===== config.mk =====
export PLATFORM = sky130hd
export DESIGN_NAME = sbs_bus_select
export DESIGN_NICKNAME = d
export VERILOG_FILES = /design/src/pkg/sbs_pkg.sv /design/src/pkg/sbs_sel_if.sv /design/src/rtl/sbs_func_reg.sv /design/src/rtl/sbs_bus_select.sv
export SDC_FILE = /design/constraint.sdc
export NUM_CORES = 1
export LEC_CHECK = 0
export BUFFER_PORTS_ARGS = -buffer_cell sky130_fd_sc_hd__buf_2
export CAP_MARGIN = 20
export CORE_MARGIN = 8
export CORE_UTILIZATION = 30
export DETAILED_ROUTE_END_ITERATION = 6
export PLACE_DENSITY = 0.67
export SLEW_MARGIN = 20
export SYNTH_ARGS = -nofsm -noshare
export SYNTH_HDL_FRONTEND = slang
export SYNTH_SLANG_ARGS = --single-unit
export TNS_END_PERCENT = 20

===== constraint.sdc =====
create_clock -name sys_clk -period 1.7 [get_ports sys_clk]
set_clock_uncertainty 0.15 [all_clocks]
set_input_delay 0.17 -clock sys_clk [delete_from_list [all_inputs] [get_ports sys_clk]]
set_output_delay 0.17 -clock sys_clk [all_outputs]
set_load 0.005 [all_outputs]

===== src/pkg/sbs_pkg.sv =====
/*
  Shared constants and types for the clocked two-way bus select block.
  Assumes one 50 MHz clock and an active-low asynchronous reset.
*/
package sbs_pkg;

  // Width of the switched data path
  localparam int unsigned DATA_W = 16;

  // Number of alternate ports behind the common port
  localparam int unsigned ALT_N = 2;

  // Reset release synchroniser depth
  localparam int unsigned RST_SYNC_N = 2;

  // Index of each alternate port in the per-port vectors
  localparam int unsigned ALT_FIRST_IDX  = 0;
  localparam int unsigned ALT_SECOND_IDX = 1;

  // Connection function, coded as {sel_high_bit, sel_low_bit}
  typedef enum logic [1:0] {
    SBS_FN_OPEN   = 2'h0,
    SBS_FN_BOTH   = 2'h1,
    SBS_FN_FIRST  = 2'h2,
    SBS_FN_SECOND = 2'h3
  } sbs_func_t;

  // Function held after reset
  localparam sbs_func_t FUNC_RESET = SBS_FN_OPEN;

  // Output values held after reset
  localparam logic [DATA_W-1:0] DATA_RESET = 16'h0000;
  localparam logic              OE_RESET   = 1'h0;

  // True when the function closes the switch towards alternate port idx
  function automatic logic sbs_links_alt(input sbs_func_t fn, input int unsigned idx);
    logic hit;
    hit = 1'b0;
    unique case (fn)
      SBS_FN_OPEN:   hit = 1'b0;
      SBS_FN_BOTH:   hit = 1'b1;
      SBS_FN_FIRST:  hit = (idx == ALT_FIRST_IDX);
      SBS_FN_SECOND: hit = (idx == ALT_SECOND_IDX);
    endcase
    return hit;
  endfunction

endpackage


===== src/pkg/sbs_sel_if.sv =====
/*
  Carrier between the function register and the data path.
  Assumes both ends sit on the same clock.
*/
interface sbs_sel_if;

  sbs_pkg::sbs_func_t func;     // Registered connection function

  // Function register end
  modport ctl (
    output func
  );

  // Data path end
  modport use_side (
    input func
  );

endinterface


===== src/rtl/sbs_func_reg.sv =====
/*
  Holds the connection function of the bus select.
  Assumes select and gate inputs are synchronous to sys_clk and a
  reset already released in step with the clock.
*/
module sbs_func_reg (
  // Clock and reset
  input  wire logic sys_clk,
  input  wire logic rst_int_n,
  // Control inputs
  input  wire logic sel_low_bit,
  input  wire logic sel_high_bit,
  input  wire logic update_gate_n,
  // Function out
  sbs_sel_if.ctl    sel
);

  sbs_pkg::sbs_func_t func_q;

  // Load only on an enabled edge; otherwise the last function stays
  always_ff @(posedge sys_clk or negedge rst_int_n) begin
    if (!rst_int_n) begin
      func_q <= sbs_pkg::FUNC_RESET;
    end else if (!update_gate_n) begin
      unique case ({sel_high_bit, sel_low_bit})
        2'h0: func_q <= sbs_pkg::SBS_FN_OPEN;
        2'h1: func_q <= sbs_pkg::SBS_FN_BOTH;
        2'h2: func_q <= sbs_pkg::SBS_FN_FIRST;
        2'h3: func_q <= sbs_pkg::SBS_FN_SECOND;
      endcase
    end  // Gate high: hold
  end

  assign sel.func = func_q;

endmodule  // sbs_func_reg


===== src/rtl/sbs_bus_select.sv =====
/*
  Clocked 16-bit one-of-two bus select: a common port switched to the
  first, the second, both or neither alternate port.
  Assumes all inputs synchronous to sys_clk (50 MHz); the pads outside
  resolve each two-way port from its output enable. Direction of flow
  comes from the controller on flow_to_alt, since a digital core cannot
  sense which side drives.
*/
// Notes on behaviour
// - 16-bit path, common to either alternate port
// - Function reloads only on gated rising edge
// - Gate high keeps last function
// - Selects 00: common port isolated
// - Selects 01: common drives both; only first drives common
// - Selects 10: common joined to first only
// - Selects 11: common joined to second only
module sbs_bus_select #(
  parameter int unsigned DATA_W = sbs_pkg::DATA_W
) (
  // Clock and reset
  input  wire logic              sys_clk,
  input  wire logic              rst_n,
  // Control from the bus controller
  input  wire logic              sel_low_bit,
  input  wire logic              sel_high_bit,
  input  wire logic              update_gate_n,
  input  wire logic              flow_to_alt,
  // Common port
  input  wire logic [DATA_W-1:0] common_in,
  output logic      [DATA_W-1:0] common_out,
  output logic                   common_oe,
  // First alternate port
  input  wire logic [DATA_W-1:0] alt_port_first_in,
  output logic      [DATA_W-1:0] alt_port_first_out,
  output logic                   alt_port_first_oe,
  // Second alternate port
  input  wire logic [DATA_W-1:0] alt_port_second_in,
  output logic      [DATA_W-1:0] alt_port_second_out,
  output logic                   alt_port_second_oe,
  // Status
  output logic      [1:0]        func_state
);

  logic [sbs_pkg::RST_SYNC_N-1:0] rst_sync_q;
  logic                           rst_int_n;
  logic [DATA_W-1:0]              common_out_q;
  logic                           common_oe_q;
  logic [DATA_W-1:0]              alt_out_q [sbs_pkg::ALT_N];
  logic                           alt_oe_q  [sbs_pkg::ALT_N];
  logic [1:0]                     func_state_q;
  logic [DATA_W-1:0]              alt_in    [sbs_pkg::ALT_N];

  sbs_sel_if sel ();

  // Reset asserts at once but releases two clean edges later
  always_ff @(posedge sys_clk or negedge rst_n) begin
    if (!rst_n) begin
      rst_sync_q <= '0;
    end else begin
      rst_sync_q <= {rst_sync_q[sbs_pkg::RST_SYNC_N-2:0], 1'b1};
    end
  end

  assign rst_int_n = rst_sync_q[sbs_pkg::RST_SYNC_N-1];

  // Connection function register
  sbs_func_reg u_func (
    .sys_clk       (sys_clk),
    .rst_int_n     (rst_int_n),
    .sel_low_bit   (sel_low_bit),
    .sel_high_bit  (sel_high_bit),
    .update_gate_n (update_gate_n),
    .sel           (sel)
  );

  // Alternate inputs gathered so the common-port mux can index them
  assign alt_in[sbs_pkg::ALT_FIRST_IDX]  = alt_port_first_in;
  assign alt_in[sbs_pkg::ALT_SECOND_IDX] = alt_port_second_in;

  // Towards the alternate ports: each closed switch repeats the common
  // port; flow goes only one way so the pads never fight
  for (genvar g = 0; g < sbs_pkg::ALT_N; g++) begin : g_alt
    always_ff @(posedge sys_clk or negedge rst_int_n) begin
      if (!rst_int_n) begin
        alt_oe_q[g]  <= sbs_pkg::OE_RESET;
        alt_out_q[g] <= sbs_pkg::DATA_RESET;
      end else begin
        alt_oe_q[g]  <= flow_to_alt && sbs_pkg::sbs_links_alt(sel.func, g);
        alt_out_q[g] <= common_in;
      end
    end
  end

  // Towards the common port: the first port wins when both are closed,
  // a limitation of modelling two joined buses with single drivers
  always_ff @(posedge sys_clk or negedge rst_int_n) begin
    if (!rst_int_n) begin
      common_oe_q  <= sbs_pkg::OE_RESET;
      common_out_q <= sbs_pkg::DATA_RESET;
    end else begin
      common_oe_q <= !flow_to_alt && (sel.func != sbs_pkg::SBS_FN_OPEN);
      if (sbs_pkg::sbs_links_alt(sel.func, sbs_pkg::ALT_FIRST_IDX)) begin
        common_out_q <= alt_in[sbs_pkg::ALT_FIRST_IDX];
      end else begin
        common_out_q <= alt_in[sbs_pkg::ALT_SECOND_IDX];
      end
    end
  end

  // Function code visible to the controller, aligned with the enables
  always_ff @(posedge sys_clk or negedge rst_int_n) begin
    if (!rst_int_n) begin
      func_state_q <= sbs_pkg::FUNC_RESET;
    end else begin
      func_state_q <= sel.func;
    end
  end

  // Outputs straight from flops
  assign common_out          = common_out_q;
  assign common_oe           = common_oe_q;
  assign alt_port_first_out  = alt_out_q[sbs_pkg::ALT_FIRST_IDX];
  assign alt_port_first_oe   = alt_oe_q[sbs_pkg::ALT_FIRST_IDX];
  assign alt_port_second_out = alt_out_q[sbs_pkg::ALT_SECOND_IDX];
  assign alt_port_second_oe  = alt_oe_q[sbs_pkg::ALT_SECOND_IDX];
  assign func_state          = func_state_q;

endmodule  // sbs_bus_select


==> reports/metrics.cfg <==
[worst_setup_path]
critical_path.endpoint = common_out[11]
r2r_setup_slack_ns = 0.13
r2r-end = common_out[11]
arrival_ns = 1.60
r2r_start = u_func.sel.func[0]
critPathLaunchType = register
crit_type = reg -> reg
end_kind = register
crit_start = u_func.sel.func[0]
crit_fanout = 6
ff2ff_path_depth = 4
required_ns = 1.73

[route]
first_iter_violations = 19
drt_first_pass_iters = 3
route.detailed.drc = 0
wl_per_cell_um = 15.3
routed_wl_um = 4650
drtAntennaViolNets = 0
route.met3.wl_um = 642
wl_met2_um = 2180
met1_length_um = 1750
post_drt_via_cell_ratio = 3.92
topRoutingLayerUsed = met4
vias = 1192

[sta]
period_share_pct = 92.4
finalSetupTns_ns = 0
period_needed_ns = 1.57
finalHoldViolCount = 0
rsz0062_at_grt = no
finalSetupViolations = 0
fmax_mhz = 636
maxSlewViolCount = 0

[final_layout]
nNetsFinal = 293
fin_cells = 304
fillers = 405
fin_area_sq_mm = 0.00262
area_growth_syn_to_layout_pct = 76.9
antenna_cells = 0
drive_gt1_share_pct = 57.4

[die]
ios = 107
start_util_pct = 31.2
die-area_sq_mm = 0.00744
coreArea_sq_mm = 0.00475
die-height_um = 86.3
die_x_um = 86.3
row_count = 25

[synth]
netlist_top_cells_area = dfrtp_1 69%, mux2_4 9.1%, buf_4 8.1%
ys_warn_count = 0
synth_fp_nets = 143
yosys_register_bits = 41
synth_most_common_cell = dfrtp_1
syn_avg_cell_area_sq_um = 17.2
synth_edf_count = 0
synth_top_area_share_pct = 69.3
syn_inst = 86
synth_area_sq_mm = 0.00148
ys_types = 12
synth-main-ff-cell = dfrtp_1
synth_common_cells = 41 x dfrtp_1, 16 x buf_4, 9 x mux2_2, 9 x mux2_4, 3 x ha_1
synthArstFlopShare_pct = 100
yosysTopAreaCell = dfrtp_1
ys_seq_area_share_pct = 69.3

[worst_hold_path]
hold_start = update_gate_n
hold_path.class = in -> reg

[placement]
placed_cell_area_sq_mm = 0.00199
numPortBuffers = 106
routabilityCongestion = 0.719
placedCellCount = 244
dpl.hpwl_um = 3100

[cts]
cts.sinks = 41
path_clk_slew_ns = 0.08
cts_buffers = 5
cts_hold_buffers = 52
postCtsSetupBuffers = 0
htree_num_levels = 2
clock_path_buffers = 2
cts_resized = 0
clock_latency_ns = 0.29
cts_tree = built
cts_root_buf = clkbuf_8

[flow_run]
cap_violations = 0

[power_and_ir_drop]
peakVddDrop_v = 0.000344
finalPower_mw = 2.36
p_leak_nw = 1.35
cellPowerDensity_mw_per_mm2 = 899

[run_status]
status = completed

[grt]
overflow = 0
grt_pass1_wl_um = 7340
grt_max_degree = 24
antenna_found_initial = 0
grt_pass1_vias = 1404
grt.total_usage_pct = 12.7

worst min-delay path by stage:
stage	endpoint	slack (ns)	cells after the start
5_1_grt	u_func.sel.func[0]	0.01	2
4_1_cts	u_func.sel.func[1]	0.001	2
3_3_place_gp	rst_sync_q[0]	-0.20	1
3_5_place_dp	rst_sync_q[0]	-0.19	1
6_report	u_func.sel.func[1]	0.007	2
2_1_floorplan	rst_sync_q[0]	-0.28	0
placed cells by master (no fill, tap or decap):
| cell type | count |
|---|---|
| o21a_1 | 1 |
| buf_2 | 106 |
| clkbuf_1 | 1 |
| buf_12 | 2 |
| ha_1 | 3 |
| and2_2 | 1 |
| dlygate4sd3_1 | 52 |
| nor2_1 | 1 |
| conb_1 | 1 |
| inv_1 | 2 |
| clkbuf_8 | 5 |
| mux2_2 | 9 |
| mux2_4 | 9 |
| clkinv_2 | 1 |
| bufinv_16 | 1 |
| dfrtp_2 | 1 |
| dfrtp_1 | 40 |
| buf_4 | 1 |
per-stage QoR:
step | util (%) | hold WS [ns] | setup WS (ns)
finish | 55.1 | 0.00748 | 0.129
global placement | 41.9 | -0.195 | 0.160
global route | 55.1 | 0.0108 | 0.0569
detailed placement | 41.9 | -0.193 | 0.130
CTS | 55.1 | 0.00110 | 0.121
floorplan | - | -0.276 | 0.154
worst max-delay path, cell delays in order, from the launching register on:
cell	delay, ns
dfrtp_1	0.41
inv_1	0.07
ha_1	0.34
buf_4	0.19
mux2_4	0.31
flip-flops by register name, indices dropped and copies added (netlist names):
signal and cells:
alt_port_second_out 16, common_oe 1, alt_port_second_oe 1, func_state 2, common_out 16, alt_port_first_oe 1
rst_sync_q 2, u_func.sel.func 2
metal layers:
layer	global-route usage, %	vias up
li1	-	559
met1	12.9	537
met2	21.5	86
met3	7.28	10
met4	4.38	0
met5	0	-
cell families after synthesis:
logic type	count (synthesis)	synth area share [%]
flops	41	69.3
buf+inv	20	10.7
mux	18	16.0
fa+ha+maj	3	2.53
simple gates	2	0.760
compound gates	1	0.507
other cells	1	0.253
area by class of cell:
type	instances	area, sq um	share of cell area [%]
Inverter	2	7.51	0.286
Clock buffer	6	72.6	2.77
Multi-Input combinational cell	25	297	11.3
Timing Repair Buffer	161	1100	41.9
Sequential cell	41	1030	39.2
Tap cell	67	83.8	3.20
Clock inverter	2	35.0	1.34
power by group:
part | internal, mW | switching [mW] | total (mW)
Combinational | 0.318 | 0.175 | 0.492
Sequential | 1.07 | 0.0412 | 1.11
Clock | 0.436 | 0.317 | 0.753
No activity file was read; power rests on OpenSTA's default activity.
